**src/design/lifd_pkg.sv**
```systemverilog
// Overview of operation
// - transmit function when address line fifteen high and fourteen low
// - dataset-off function when lines fourteen and fifteen high, twelve low
// - address line thirteen picks send module versus receive module
// - status enable active low when controller match, unit selected, no reset
// - return inverted carry and overflow status bits from interface module
// - shift-up character (bits 1,2,4,5 set, bit 3 clear) sets case flop
// - receive service request cleared when receive data taken
// - one of eight receivers picked by unit select and 3-bit address, true and inverted
// - stop enable term from address line fourteen, with duplicate copy
// - eight send data lines conveyed from controller to send module
// - accept 8 received bits, long space pulse and active-low service request
// - per-line send strobe is function strobe gated with send enable
// - active-low presence lines mark installed send and receive modules
// - four receive clocks and four send clocks, one per format group
// - receive modules 0..7 selected individually by write-direct instruction
// - controller match only when address equals switches and mode is 3
package lifd_pkg;
  // ----------------------------------------------------------------
  // register map
  // ----------------------------------------------------------------
  localparam logic [11:0] LIFD_CTRL_ADDR = 12'h000;
  localparam logic [11:0] LIFD_SEND_ADDR = 12'h004;
  localparam logic [11:0] LIFD_STAT_ADDR = 12'h008;
  localparam logic [11:0] LIFD_RECV_ADDR = 12'h00c;
  localparam logic [11:0] LIFD_PRES_ADDR = 12'h010;
  // ctrl register fields
  localparam int LIFD_CTRL_SWITCH_LSB = 0;
  localparam int LIFD_CTRL_CASE_CLR = 8;
  localparam logic [31:0] LIFD_CTRL_RESET = 32'h0000_0000;
  // ----------------------------------------------------------------
  // bus and line constants
  // ----------------------------------------------------------------
  localparam logic [1:0] LIFD_MODE_MATCH = 2'h3;
  localparam int LIFD_LINES = 8;
  localparam int LIFD_FIFO_DEPTH = 16;
  localparam int LIFD_DATA_W = 8;
  localparam int LIFD_FMTS = 4;
  typedef enum logic [1:0] {
    LIFD_IDLE = 2'b00,
    LIFD_SEND = 2'b01,
    LIFD_HOLD = 2'b10
  } lifd_state_t;
endpackage

```
**src/design/lifd_fifo.sv**
```systemverilog
`timescale 1ns/100ps
`default_nettype none
module lifd_fifo #(
  parameter int WIDTH = 8,
  parameter int DEPTH = 16
) (
  input wire logic pclk,
  input wire logic presetn,
  input wire logic ce,
  input wire logic in_valid,
  output logic in_ready,
  input wire logic [WIDTH-1:0] in_data,
  output logic out_valid,
  input wire logic out_ready,
  output logic [WIDTH-1:0] out_data
);
  localparam int AW = $clog2(DEPTH);
  logic [WIDTH-1:0] mem [DEPTH];
  logic [AW-1:0] wp, rp, next_wp, next_rp;
  logic [AW:0] cnt, next_cnt;
  logic push, pop;
  assign in_ready = (cnt != DEPTH[AW:0]);
  assign out_valid = (cnt != '0);
  assign out_data = mem[rp];
  assign push = ce && in_valid && in_ready;
  assign pop = ce && out_valid && out_ready;
  always_comb begin
    next_wp = push ? AW'(wp + 1'b1) : wp;
    next_rp = pop ? AW'(rp + 1'b1) : rp;
    next_cnt = (AW+1)'(cnt + {{AW{1'b0}}, push} - {{AW{1'b0}}, pop});
  end
  always_ff @(posedge pclk or negedge presetn) begin
    if (!presetn) begin
      wp <= '0;
      rp <= '0;
      cnt <= '0;
    end else begin
      wp <= next_wp;
      rp <= next_rp;
      cnt <= next_cnt;
    end
  end
  // storage holds no reset; out_data is masked by out_valid downstream
  always_ff @(posedge pclk) begin
    if (push) begin
      mem[wp] <= in_data;
    end
  end
endmodule // lifd_fifo
`default_nettype wire

```
**src/design/lifd_top.sv**
```systemverilog
`timescale 1ns/100ps
`default_nettype none
module lifd_top (
  input wire logic pclk,
  input wire logic presetn,
  input wire logic ce,
  input wire logic psel,
  input wire logic penable,
  input wire logic pwrite,
  input wire logic [11:0] paddr,
  input wire logic [31:0] pwdata,
  output logic [31:0] prdata,
  output logic pready,
  output logic pslverr,
  input wire logic [7:0] bus_addr,
  input wire logic [1:0] bus_mode,
  input wire logic unit_addr_sel,
  input wire logic ctrl_reset_term,
  input wire logic addr_line_twelve_buf,
  input wire logic addr_line_thirteen_buf,
  input wire logic addr_line_fourteen_buf,
  input wire logic addr_line_fifteen_buf,
  input wire logic func_strobe,
  input wire logic send_enable_term,
  input wire logic [2:0] send_line_addr,
  input wire logic [2:0] recv_addr,
  input wire logic [2:0] recv_addr_n,
  input wire logic unit_recv_sel,
  input wire logic [7:0] send_data_in,
  input wire logic send_data_valid,
  output logic send_data_ready,
  output logic [7:0] send_data_lines,
  output logic send_data_out_valid,
  input wire logic [7:0] recv_data_in,
  input wire logic long_space_pulse,
  input wire logic recv_service_req_n,
  input wire logic recv_data_taken,
  input wire logic carry_in_n,
  input wire logic overflow_in_n,
  input wire logic [7:0] recv_present_n,
  input wire logic [7:0] send_present_n,
  input wire logic [3:0] recv_clk_fmt_in,
  input wire logic [3:0] send_clk_fmt_in,
  input wire logic one_mhz_clk_in,
  output logic one_mhz_clk_buf,
  output logic [3:0] recv_clk_fmt,
  output logic [3:0] send_clk_fmt,
  output logic xmit_func,
  output logic xmit_func_dup,
  output logic dataset_off_func,
  output logic dataset_off_func_dup,
  output logic send_or_recv_sel,
  output logic stop_enable_term,
  output logic stop_enable_term_dup,
  output logic status_en_n,
  output logic ctrl_addr_match,
  output logic reset_combined_n,
  output logic carry_status_n,
  output logic overflow_status_n,
  output logic shift_up_detect,
  output logic case_flop,
  output logic recv_service_pending,
  output logic long_space_seen,
  output logic [7:0] recv_data_reg,
  output logic [7:0] line_send_strobe,
  output logic [7:0] recv_module_sel,
  output logic [7:0] send_module_sel,
  output logic [7:0] recv_installed,
  output logic [7:0] send_installed
);
  import lifd_pkg::*;

  // ----------------------------------------------------------------
  // helpers
  // ----------------------------------------------------------------
  function automatic logic [7:0] lifd_onehot(input logic en, input logic [2:0] a,
                                             input logic [2:0] a_n);
    logic [7:0] r;
    r = 8'h00;
    for (int i = 0; i < LIFD_LINES; i++) begin
      r[i] = en && (a == 3'(i)) && (a_n == ~3'(i));
    end
    return r;
  endfunction

  // offsets compare on the full word address; unmapped offsets miss every hit
  function automatic logic lifd_reg_hit(input logic [11:0] a, input logic [11:0] offs);
    return a == offs;
  endfunction

  // ----------------------------------------------------------------
  // registers
  // ----------------------------------------------------------------
  logic [7:0] addr_switches, next_addr_switches;
  logic case_clr_req;
  logic [7:0] send_reg, next_send_reg;
  logic send_ld;
  logic next_case, next_pending, next_lsp;
  logic [7:0] next_recv_data;
  logic [7:0] next_recv_sel, next_send_sel;
  logic func_active;
  logic [31:0] next_prdata;
  logic wr_en, rd_en;
  logic ctrl_wr, recv_rd;
  logic fifo_out_valid;
  logic [7:0] fifo_out_data;
  lifd_state_t st, next_st;

  // every access completes without wait states; unmapped offsets read zero
  // and take no write, so no error response is ever raised
  assign pready = 1'b1;
  assign pslverr = 1'b0;
  assign wr_en = ce && psel && penable && pwrite;
  assign rd_en = psel && !penable && !pwrite;

  // ----------------------------------------------------------------
  // register strobes
  // ----------------------------------------------------------------
  // a write lands on the access edge; a read is decoded on the setup edge
  // so the captured word stands for the whole access phase
  assign ctrl_wr = wr_en && lifd_reg_hit(paddr, LIFD_CTRL_ADDR);
  assign recv_rd = rd_en && lifd_reg_hit(paddr, LIFD_RECV_ADDR);

  // ----------------------------------------------------------------
  // address decode and status
  // ----------------------------------------------------------------
  assign ctrl_addr_match = (bus_addr == addr_switches) && (bus_mode == LIFD_MODE_MATCH);
  // the controller's reset term holds status off as well as the local reset
  assign reset_combined_n = !ctrl_reset_term && presetn;
  assign status_en_n = !(ctrl_addr_match && unit_addr_sel && reset_combined_n);
  assign func_active = func_strobe && ctrl_addr_match && unit_addr_sel;
  always_comb begin
    xmit_func = func_active && addr_line_fifteen_buf && !addr_line_fourteen_buf;
    dataset_off_func = func_active && addr_line_fourteen_buf && addr_line_fifteen_buf
                       && !addr_line_twelve_buf;
    send_or_recv_sel = addr_line_thirteen_buf;
    stop_enable_term = func_active && addr_line_fourteen_buf;
    xmit_func_dup = xmit_func;
    dataset_off_func_dup = dataset_off_func;
    stop_enable_term_dup = stop_enable_term;
  end
  assign carry_status_n = carry_in_n;
  assign overflow_status_n = overflow_in_n;
  assign recv_installed = ~recv_present_n;
  assign send_installed = ~send_present_n;
  assign recv_clk_fmt = recv_clk_fmt_in;
  assign send_clk_fmt = send_clk_fmt_in;
  assign one_mhz_clk_buf = one_mhz_clk_in;

  // strobe reaches only the addressed, installed send module
  always_comb begin
    line_send_strobe = 8'h00;
    if (func_strobe && send_enable_term && send_or_recv_sel) begin
      line_send_strobe = send_module_sel & send_installed;
    end
  end

  // ----------------------------------------------------------------
  // receive side
  // ----------------------------------------------------------------
  assign shift_up_detect = recv_data_in[0] && recv_data_in[1] && !recv_data_in[2]
                           && recv_data_in[3] && recv_data_in[4];
  // a request low at an edge captures the character; a new request in the
  // same cycle as the read wins, so a back-to-back character is never lost
  always_comb begin
    next_pending = recv_service_pending;
    next_recv_data = recv_data_reg;
    if (recv_data_taken) begin
      next_pending = 1'b0;
    end
    if (!recv_service_req_n) begin
      next_recv_data = recv_data_in;
      next_pending = 1'b1;
    end
  end
  always_ff @(posedge pclk or negedge presetn) begin
    if (!presetn) begin
      recv_service_pending <= 1'b0;
      recv_data_reg <= 8'h00;
    end else if (ce) begin
      recv_service_pending <= next_pending;
      recv_data_reg <= next_recv_data;
    end
  end

  // ----------------------------------------------------------------
  // case flop
  // ----------------------------------------------------------------
  // a shift-up that meets the clearing write wins, so no case change is lost
  always_comb begin
    next_case = case_flop;
    if (case_clr_req) begin
      next_case = 1'b0;
    end
    if (!recv_service_req_n && shift_up_detect) begin
      next_case = 1'b1;
    end
  end
  always_ff @(posedge pclk or negedge presetn) begin
    if (!presetn) begin
      case_flop <= 1'b0;
    end else if (ce) begin
      case_flop <= next_case;
    end
  end

  // ----------------------------------------------------------------
  // long space flag
  // ----------------------------------------------------------------
  // the pulse lasts one clock; it is held until software reads the receive
  // register, and a pulse that meets that read wins
  always_comb begin
    next_lsp = long_space_seen;
    if (recv_rd) begin
      next_lsp = 1'b0;
    end
    if (long_space_pulse) begin
      next_lsp = 1'b1;
    end
  end
  always_ff @(posedge pclk or negedge presetn) begin
    if (!presetn) begin
      long_space_seen <= 1'b0;
    end else if (ce) begin
      long_space_seen <= next_lsp;
    end
  end

  // ----------------------------------------------------------------
  // module selects
  // ----------------------------------------------------------------
  // a select only moves while the function is live, so address lines that
  // settle between strobes never reach a module
  always_comb begin
    next_recv_sel = recv_module_sel;
    next_send_sel = send_module_sel;
    if (func_active && !send_or_recv_sel) begin
      next_recv_sel = lifd_onehot(unit_recv_sel, recv_addr, recv_addr_n);
    end
    if (func_active && send_or_recv_sel) begin
      next_send_sel = lifd_onehot(1'b1, send_line_addr, ~send_line_addr);
    end
  end
  always_ff @(posedge pclk or negedge presetn) begin
    if (!presetn) begin
      recv_module_sel <= 8'h00;
      send_module_sel <= 8'h00;
    end else if (ce) begin
      recv_module_sel <= next_recv_sel;
      send_module_sel <= next_send_sel;
    end
  end

  // ----------------------------------------------------------------
  // send data path: fifo to send lines, loaded on transmit function
  // ----------------------------------------------------------------
  // the fifo decouples the controller's fill rate from the transmit strobes;
  // a transmit with the fifo empty sends nothing and leaves the state idle
  lifd_fifo #(.WIDTH(LIFD_DATA_W), .DEPTH(LIFD_FIFO_DEPTH)) u_fifo (
    .pclk(pclk),
    .presetn(presetn),
    .ce(ce),
    .in_valid(send_data_valid),
    .in_ready(send_data_ready),
    .in_data(send_data_in),
    .out_valid(fifo_out_valid),
    .out_ready(send_ld),
    .out_data(fifo_out_data)
  );
  // one character per transmit function: the state waits in hold until the
  // strobe drops, so a long strobe sends one character, not one per clock
  always_comb begin
    next_st = st;
    send_ld = 1'b0;
    next_send_reg = send_reg;
    case (st)
      LIFD_IDLE: begin
        if (xmit_func && send_or_recv_sel && fifo_out_valid) begin
          send_ld = 1'b1;
          next_send_reg = fifo_out_data;
          next_st = LIFD_SEND;
        end
      end
      LIFD_SEND: begin
        next_st = LIFD_HOLD;
      end
      LIFD_HOLD: begin
        if (!func_strobe) begin
          next_st = LIFD_IDLE;
        end
      end
      default: begin
        next_st = LIFD_IDLE;
      end
    endcase
  end
  always_ff @(posedge pclk or negedge presetn) begin
    if (!presetn) begin
      st <= LIFD_IDLE;
      send_reg <= 8'h00;
    end else if (ce) begin
      st <= next_st;
      send_reg <= next_send_reg;
    end
  end
  assign send_data_lines = send_reg;
  assign send_data_out_valid = (st != LIFD_IDLE);

  // ----------------------------------------------------------------
  // apb slave
  // ----------------------------------------------------------------
  assign case_clr_req = ctrl_wr && pwdata[LIFD_CTRL_CASE_CLR];
  always_comb begin
    next_addr_switches = addr_switches;
    if (ctrl_wr) begin
      next_addr_switches = pwdata[LIFD_CTRL_SWITCH_LSB +: 8];
    end
    next_prdata = prdata;
    if (rd_en) begin
      case (paddr)
        LIFD_CTRL_ADDR: next_prdata = {24'h000000, addr_switches};
        LIFD_SEND_ADDR: next_prdata = {23'h000000, send_data_out_valid, send_reg};
        LIFD_STAT_ADDR: next_prdata = {25'h0000000, case_flop, recv_service_pending,
                                       long_space_seen, !overflow_in_n, !carry_in_n,
                                       ctrl_addr_match, !status_en_n};
        LIFD_RECV_ADDR: next_prdata = {24'h000000, recv_data_reg};
        LIFD_PRES_ADDR: next_prdata = {16'h0000, send_installed, recv_installed};
        default: next_prdata = 32'h0000_0000;
      endcase
    end
  end
  always_ff @(posedge pclk or negedge presetn) begin
    if (!presetn) begin
      addr_switches <= LIFD_CTRL_RESET[7:0];
      prdata <= 32'h0000_0000;
    end else if (ce) begin
      addr_switches <= next_addr_switches;
      prdata <= next_prdata;
    end
  end
endmodule // lifd_top
`default_nettype wire

```
**config.mk**
```make
export PLATFORM = sky130hd
export DESIGN_NAME = lifd_top
export DESIGN_NICKNAME = d
export VERILOG_FILES = /design/src/design/lifd_pkg.sv /design/src/design/lifd_fifo.sv /design/src/design/lifd_top.sv
export SDC_FILE = /design/constraint.sdc
export NUM_CORES = 1
export LEC_CHECK = 0
export BUFFER_PORTS_ARGS = -buffer_cell sky130_fd_sc_hd__buf_2
export CORE_MARGIN = 1.5
export CORE_UTILIZATION = 45
export DETAILED_ROUTE_END_ITERATION = 8
export PLACE_DENSITY = 0.77
export RECOVER_POWER = 25
export SYNTH_ARGS = -nofsm -noshare
export SYNTH_HDL_FRONTEND = slang
export SYNTH_SLANG_ARGS = --single-unit
```
**constraint.sdc**
```tcl
create_clock -name pclk -period 4.1 [get_ports pclk]
set_clock_uncertainty 0.15 [all_clocks]
set_input_delay 0.615 -clock pclk [delete_from_list [all_inputs] [get_ports pclk]]
set_output_delay 0.615 -clock pclk [all_outputs]
set_load 0.005 [all_outputs]
```
==> results of run 1 <==
==> stage by stage <==
| stage | cell area (um2) | total power [uW] | utilization [%] |
|---|---|---|---|
| 6_report | 10660 | 4742 | 54.59 |
| 5_1_grt | 10660 | 4934 | 54.59 |
| 4_1_cts | 10670 | 4780 | 54.62 |
| 3_5_place_dp | 10010 | 2956 | 51.24 |
| 3_3_place_gp | 10010 | 2932 | 51.24 |
| 2_1_floorplan | 9065 | 2758 | - |
==> kinds of logic (layout without fill, tap and decap cells) <==
kind of cell             count (synthesis)  in the layout
flip-flops                             202            202
multiplexers                            73             73
adder cells (fa/ha/maj)                 12             12
AO/OA/AOI/OAI                           76             76
other                                    2             20
AND/OR/NAND/NOR                        160            160
XOR/XNOR                                18             18
buffers and inverters                   93            259
==> per-layer routing <==
metal | vias up | routed length, um
met1 | 2855 | 8268
met3 | 41 | 1611
met2 | 259 | 11020
li1 | 2638 | -
met4 | 0 | 581
met5 | - | 0
==> critical path, cell delays in order, from the launching register on <==
cell     delay (ps)
dfrtp_1         410
xor2_1          160
nor3_1          190
and4_1          230
buf_4           170
nand3_1         180
nor4_1          270
buf_2           180
==> layout make-up <==
| cell class | instances | area share, % |
|---|---|---|
| Antenna cell | 2 | 0.04695 |
| Clock buffer | 23 | 4.800 |
| Clock inverter | 13 | 1.385 |
| Inverter | 34 | 1.197 |
| Multi-Input combinational cell | 357 | 27.05 |
| Sequential cell | 202 | 53.44 |
| Tap cell | 265 | 3.110 |
| Timing Repair Buffer | 189 | 8.967 |
==> worst max-delay path by stage <==
stage	to	slack (ps)	cells past startpoint
3_5_place_dp	u_fifo.cnt[4]$_DFF_PN0_	1030	15
2_1_floorplan	u_fifo.cnt[4]$_DFF_PN0_	1080	15
6_report	dataset_off_func	1030	7
3_3_place_gp	u_fifo.cnt[4]$_DFF_PN0_	1030	15
4_1_cts	dataset_off_func	1020	7
5_1_grt	dataset_off_func	920	7
==> power by group <==
group / internal, uW / switching, uW
sequential: 2300 / 85.6
clock: 1090 / 739
combinational: 220 / 307
total: 3610 / 1130
==> placed cells by master, fill, tap and decap left out, types with 4 or more instances in the layout <==
| cell type | count |
|---|---|
| a21o_1 | 10 |
| a21oi_1 | 10 |
| a22o_1 | 7 |
| a22oi_1 | 8 |
| a31oi_1 | 8 |
| and3_1 | 4 |
| buf_2 | 173 |
| buf_4 | 8 |
| clkbuf_1 | 11 |
| clkbuf_16 | 20 |
| clkinv_2 | 4 |
| conb_1 | 18 |
| dfrtp_1 | 73 |
| edfxtp_1 | 128 |
| ha_1 | 11 |
| inv_1 | 34 |
| mux2_2 | 33 |
| mux2i_1 | 8 |
| mux4_2 | 32 |
| nand2_1 | 39 |
| nand2b_1 | 4 |
| nand3_1 | 16 |
| nand4_1 | 4 |
| nor2_1 | 42 |
| nor2b_1 | 10 |
| nor3_1 | 7 |
| nor3b_1 | 12 |
| nor4_1 | 4 |
| o21ai_0 | 14 |
| o22ai_1 | 7 |
| xnor2_1 | 8 |
| xor2_1 | 10 |
==> results_dict.tcl, run 1 <==
set metrics [dict create \
    outcome "completed" \
    drcViolationCount 0 \
    startpoint "addr_switches[2]$_DFFE_PN0P_" \
    grt_max_degree 75 \
    tritoncts "done" \
    cp_data_arrival_time_ps 2310 \
    grt_pass1_wl_um 31690 \
    synth-edff-count 128 \
    grt_pass1_vias 5787 \
    io_buffers 182 \
    synthCells 636 \
    p_leak_uw 0.004525 \
    finalCriticalPeriod_ps 3074 \
    ctsHoldBuffers 0 \
    synth.largest_area_cell "edfxtp_1" \
    clk_pin_slew_ps 60 \
    synthXorXnorAreaFrac_pct 1.751 \
    syn_avg_cell_area_um2 14.16 \
    wl_per_cell_um 19.80 \
    slew_violations 0 \
    place_ws_ps 1027 \
    num_vias 5793 \
    fin_tns_setup_ps 0 \
    hold_start "recv_data_in[7]" \
    layout-drive-gt1-share_pct 34.72 \
    yosysSeqAreaShare_pct 63.25 \
    synth_top_area_share_pct 42.68 \
    post-synth-top-count-cell "edfxtp_1" \
    synth_mux_area_share_pct 13.02 \
    reg2regPathDepth 16 \
    track_usage_pct 20.21 \
    worstSetupPathType "register to output port" \
    die_y_um 144.5 \
    r2r_slack_ps 1080 \
    worstHoldEndpoint "recv_data_reg[7]$_DFFE_PN0P_" \
    synth_cell_types 51 \
    grt_antenna_before_repair 2 \
    yosys_warnings 0 \
    tightest_slew_ps 979.9 \
    r2r_start "u_fifo.cnt[2]$_DFF_PN0_" \
    postSynth.asyncResetShare_pct 36.63 \
    worstPathRequired_ps 3340 \
    reg_top3 "u_fifo.mem x128, prdata x16" \
    cts_max_level 1 \
    post-cts-setup-buffer-count 0 \
    maxCapViolations 0 \
    vdd_drop_max_mv 0.2634 \
    clkLatencyLatePin_ps 500 \
    synth_fa_ha_area_share_pct 1.751 \
    grtUsageMet2_pct 36.92 \
    gr-total-overflow 0 \
    netlist_area_um2 9005 \
    die-area_um2 20870 \
    seq_area_um2 5697 \
    regMostFlops "u_fifo.mem" \
    viasPerCell 5.339 \
    post_cts_resize_count 0 \
    place.gp.congestion 0.8692 \
    synth_top_flop_cell "edfxtp_1" \
    post-dp-hpwl_um 15540 \
    worstPathMaxFanout 6 \
    die_width_um 144.5 \
    clock-sinks 202 \
    io_pins 242 \
    worst_slack_ps 1026 \
    rr_endpoint "u_fifo.cnt[4]$_DFF_PN0_" \
    setup_viol 0 \
    hold_class "primary input to register" \
    largest_reg_flops 128 \
    clockRootBuffer "clkbuf_16" \
    std_cell_rows 51 \
    synthSimpleGateAreaFrac_pct 8.990 \
    power_density_nw_per_um2 444.8 \
    finish.net_count 941 \
    synth-seq-cells 202 \
    initial_core_util_pct 46.12 \
    maxSlewHeadroom_pct 34.43 \
    antenna_left 0 \
    multiInputGateArea_um2 2884 \
    dr.pass1.iters 4 \
    core_area_um2 19530 \
    met3_usage_pct 4.238 \
    hold_viol 0 \
    top_usage_layer "met2" \
    grt_setup_unrepaired "false" \
    ys_top_cells_by_count "edfxtp_1, dfrtp_1, nor2_1" \
    stdcell_count 1085 \
    cts_inserted_buffers 20 \
    timing.hold.ws_ps 193.0 \
    fmax_mhz 325.3 \
    clockBufferDepth 3 \
    drt-total-wl_um 21480 \
    synthTopCellsByArea "edfxtp_1, dfrtp_1, mux4_2" \
    critPathCaptureType "output port" \
    use_met1_pct 23.56 \
    min_path_cells 2 \
    filler_cell_count 1573 \
    synth_top_family_by_area "multiplexers" \
    worstSetupStartpointType "register" \
    area_growth_pct 18.38 \
    synth_compound_area_share_pct 5.655 \
    drt_iter0_markers 376 \
    finalCritPeriodShare_pct 74.99 \
    place_inst 1047 \
]
Note: power is estimated with default switching activity, not from simulation.
==> inputs of run 2 (changes only) <==
--- a/config.mk
+++ b/config.mk
@@ -5,6 +5,7 @@
 export SDC_FILE = /design/constraint.sdc
 export NUM_CORES = 1
 export LEC_CHECK = 0
+export ABC_AREA = 1
 export BUFFER_PORTS_ARGS = -buffer_cell sky130_fd_sc_hd__buf_2
 export CORE_MARGIN = 1.5
 export CORE_UTILIZATION = 45
==> constraint.sdc (replaced) <==
create_clock -name pclk -period 3.1 [get_ports pclk]
set_clock_uncertainty 0.15 [all_clocks]
set_input_delay 0.465 -clock pclk [delete_from_list [all_inputs] [get_ports pclk]]
set_output_delay 0.465 -clock pclk [all_outputs]
set_load 0.005 [all_outputs]
==> run 2 against run 1 <==
Effect of this change: sequential power up 31%; critical path depth up 6; first-iteration DRC count up 14%; global-route usage up 2.2 points; setup slack worse by 760 ps; die area up 4.6%.
==> results_dict.tcl, run 2 <==
set metrics [dict create \
    synth_top_area_share_pct 40.75 \
    synth.largest_area_cell "edfxtp_1" \
    p_leak_uw 0.004930 \
    die_width_um 147.8 \
    fin_tns_setup_ps 0 \
    drt-total-wl_um 24920 \
    antenna_left 0 \
    met3_usage_pct 3.735 \
    worst_slack_ps 264.5 \
    drcViolationCount 0 \
    worstPathRequired_ps 3330 \
    hold_start "recv_data_in[5]" \
    n_antenna_cell 0 \
    post-cts-setup-buffer-count 0 \
    std_cell_rows 52 \
    ctsHoldBuffers 0 \
    io_pins 242 \
    maxSlewHeadroom_pct 35.18 \
    synth-edff-count 128 \
    drt_iter0_markers 427 \
    io_buffers 182 \
    area_growth_pct 19.26 \
    finalCriticalPeriod_ps 2836 \
    die-area_um2 21840 \
    tightest_slew_ps 972.3 \
    clock-sinks 202 \
    cts_inserted_buffers 22 \
    ys_top_cells_by_count "nand2_1, edfxtp_1, nor2_1" \
    place_inst 1367 \
    critPathBufInv 2 \
    critical-path-top-delay-family "adder cells" \
    track_usage_pct 22.39 \
    gr-total-overflow 0 \
    layout-drive-gt1-share_pct 26.03 \
    seq_area_um2 5695 \
    grt_antenna_before_repair 0 \
    grt_setup_unrepaired "false" \
    grt_max_degree 75 \
    place_ws_ps 124.2 \
    netlist_area_um2 9433 \
    num_vias 7354 \
    reg2regPathDepth 13 \
    worstPathMaxFanout 3 \
    worstSetupPathType "register to register" \
    post-synth-top-count-cell "nand2_1" \
    synth-seq-cells 202 \
    largest_reg_flops 128 \
    hold_viol 0 \
    yosys_warnings 0 \
    dr.pass1.iters 5 \
    finalCritPeriodShare_pct 91.47 \
    min_path_cells 3 \
    initial_core_util_pct 46.17 \
    reg_top3 "u_fifo.mem x128, prdata x16" \
    clk_pin_slew_ps 60 \
    fmax_mhz 352.7 \
    regMostFlops "u_fifo.mem" \
    setup_viol 0 \
    cp_data_arrival_time_ps 3070 \
    core_area_um2 20430 \
    syn_avg_cell_area_um2 10.07 \
    synth_cell_types 43 \
    r2r_slack_ps 260 \
    worstHoldEndpoint "recv_data_reg[5]$_DFFE_PN0P_" \
    clkLatencyLatePin_ps 500 \
    power_density_nw_per_um2 572.6 \
    final_common_cell "buf_2" \
    grt_pass1_vias 7216 \
    grt_pass1_wl_um 38020 \
    outcome "completed" \
    post-dp-hpwl_um 17780 \
    cts_max_level 1 \
    stdcell_count 1407 \
    finish.net_count 1258 \
    maxCapViolations 0 \
    hold_class "primary input to register" \
    tritoncts "done" \
    crit_slowest_cell "fa_1" \
    use_met1_pct 26.95 \
    die_y_um 147.8 \
    grtUsageMet2_pct 39.70 \
    cp_cell_sequence "xnor2_1 -> nand2_1 -> nor2_4 -> nand4_4 -> nor3_2 -> ha_1 -> inv_1 -> ha_1 -> inv_1 -> fa_1 -> o21ai_0 -> a21oi_1 -> xor2_1" \
    post_cts_resize_count 0 \
    wl_per_cell_um 17.71 \
    synthCells 937 \
    r2r_start "addr_switches[2]$_DFFE_PN0P_" \
    top_usage_layer "met2" \
    synthTopCellsByArea "edfxtp_1, dfrtp_1, nand2_1" \
    layout_common_cells "buf_2, nand2_1, edfxtp_1" \
    slew_violations 0 \
    rr_endpoint "u_fifo.cnt[4]$_DFF_PN0_" \
    yosysSeqAreaShare_pct 60.38 \
    clockBufferDepth 3 \
    synth_top_flop_cell "edfxtp_1" \
    filler_cell_count 1751 \
    vdd_drop_max_mv 0.5194 \
    postSynth.asyncResetShare_pct 36.63 \
    critPathCaptureType "register" \
    clockRootBuffer "clkbuf_16" \
    slowest_delay_ps 440 \
    viasPerCell 5.227 \
    multiInputGateArea_um2 3035 \
    worstSetupStartpointType "register" \
    place.gp.congestion 0.9419 \
]
[run 2: worst max-delay path by stage]
| stage | startpoint | to | slack (ps) | cells after the start |
|---|---|---|---|---|
| CTS | st[1]$_DFFE_PN0P_ | u_fifo.cnt[4]$_DFF_PN0_ | 300 | 11 |
| global route | addr_switches[1]$_DFFE_PN0P_ | u_fifo.cnt[4]$_DFF_PN0_ | 80 | 16 |
| floorplan | bus_mode[0] | u_fifo.cnt[4]$_DFF_PN0_ | 270 | 16 |
| global placement | bus_addr[6] | u_fifo.cnt[4]$_DFF_PN0_ | 200 | 17 |
| detailed placement | bus_addr[6] | u_fifo.cnt[4]$_DFF_PN0_ | 120 | 17 |
| finish | addr_switches[2]$_DFFE_PN0P_ | u_fifo.cnt[4]$_DFF_PN0_ | 260 | 13 |
[run 2: layout make-up]
type,instances,area share [%]
Tap cell,270,3.003
Timing Repair Buffer,208,9.877
Multi-Input combinational cell,591,26.98
Inverter,96,3.203
Sequential cell,202,50.63
Clock inverter,11,0.9899
Clock buffer,29,5.316
[run 2: report_power, final]
part | total (uW) | switching [uW] | internal (uW)
Combinational | 734 | 468 | 266
Sequential | 3140 | 90.7 | 3050
Clock | 2560 | 1040 | 1530
[run 2: through the flow]
stage / instance area [um2] / util, % / hold slack [ps] / total power, uW
2_1_floorplan: 9493 / - / 19.41 / 3620
3_3_place_gp: 10550 / 51.64 / 309.5 / 3874
3_5_place_dp: 10550 / 51.64 / 310.9 / 3924
4_1_cts: 11260 / 55.11 / 16.87 / 6481
5_1_grt: 11250 / 55.06 / 15.72 / 6709
6_report: 11250 / 55.06 / 26.68 / 6442
[run 2: layer usage]
layer	vias up	part of all wire, %
met5	-	0
met4	0	4.2
met3	69	6.8
met2	325	50
met1	3496	39
li1	3464	-
[run 2: cells by family after synthesis]
kind of cell	Yosys count	share of synthesized area [%]
buffers and inverters	160	8.078
other	2	0.07962
AO/OA/AOI/OAI	162	10.16
multiplexers	2	0.2387
flip-flops	202	60.38
adder cells (fa/ha/maj)	12	1.671
AND/OR/NAND/NOR	387	18.46
XOR/XNOR	10	0.9286
[run 2: tightest hold or removal path: cells and delay by family]
family | cells | cell delay (ps)
AOI/OAI and AO/OA | 1 | 60
and+or+nand+nor | 1 | 40
buffers and inverters | 1 | 80
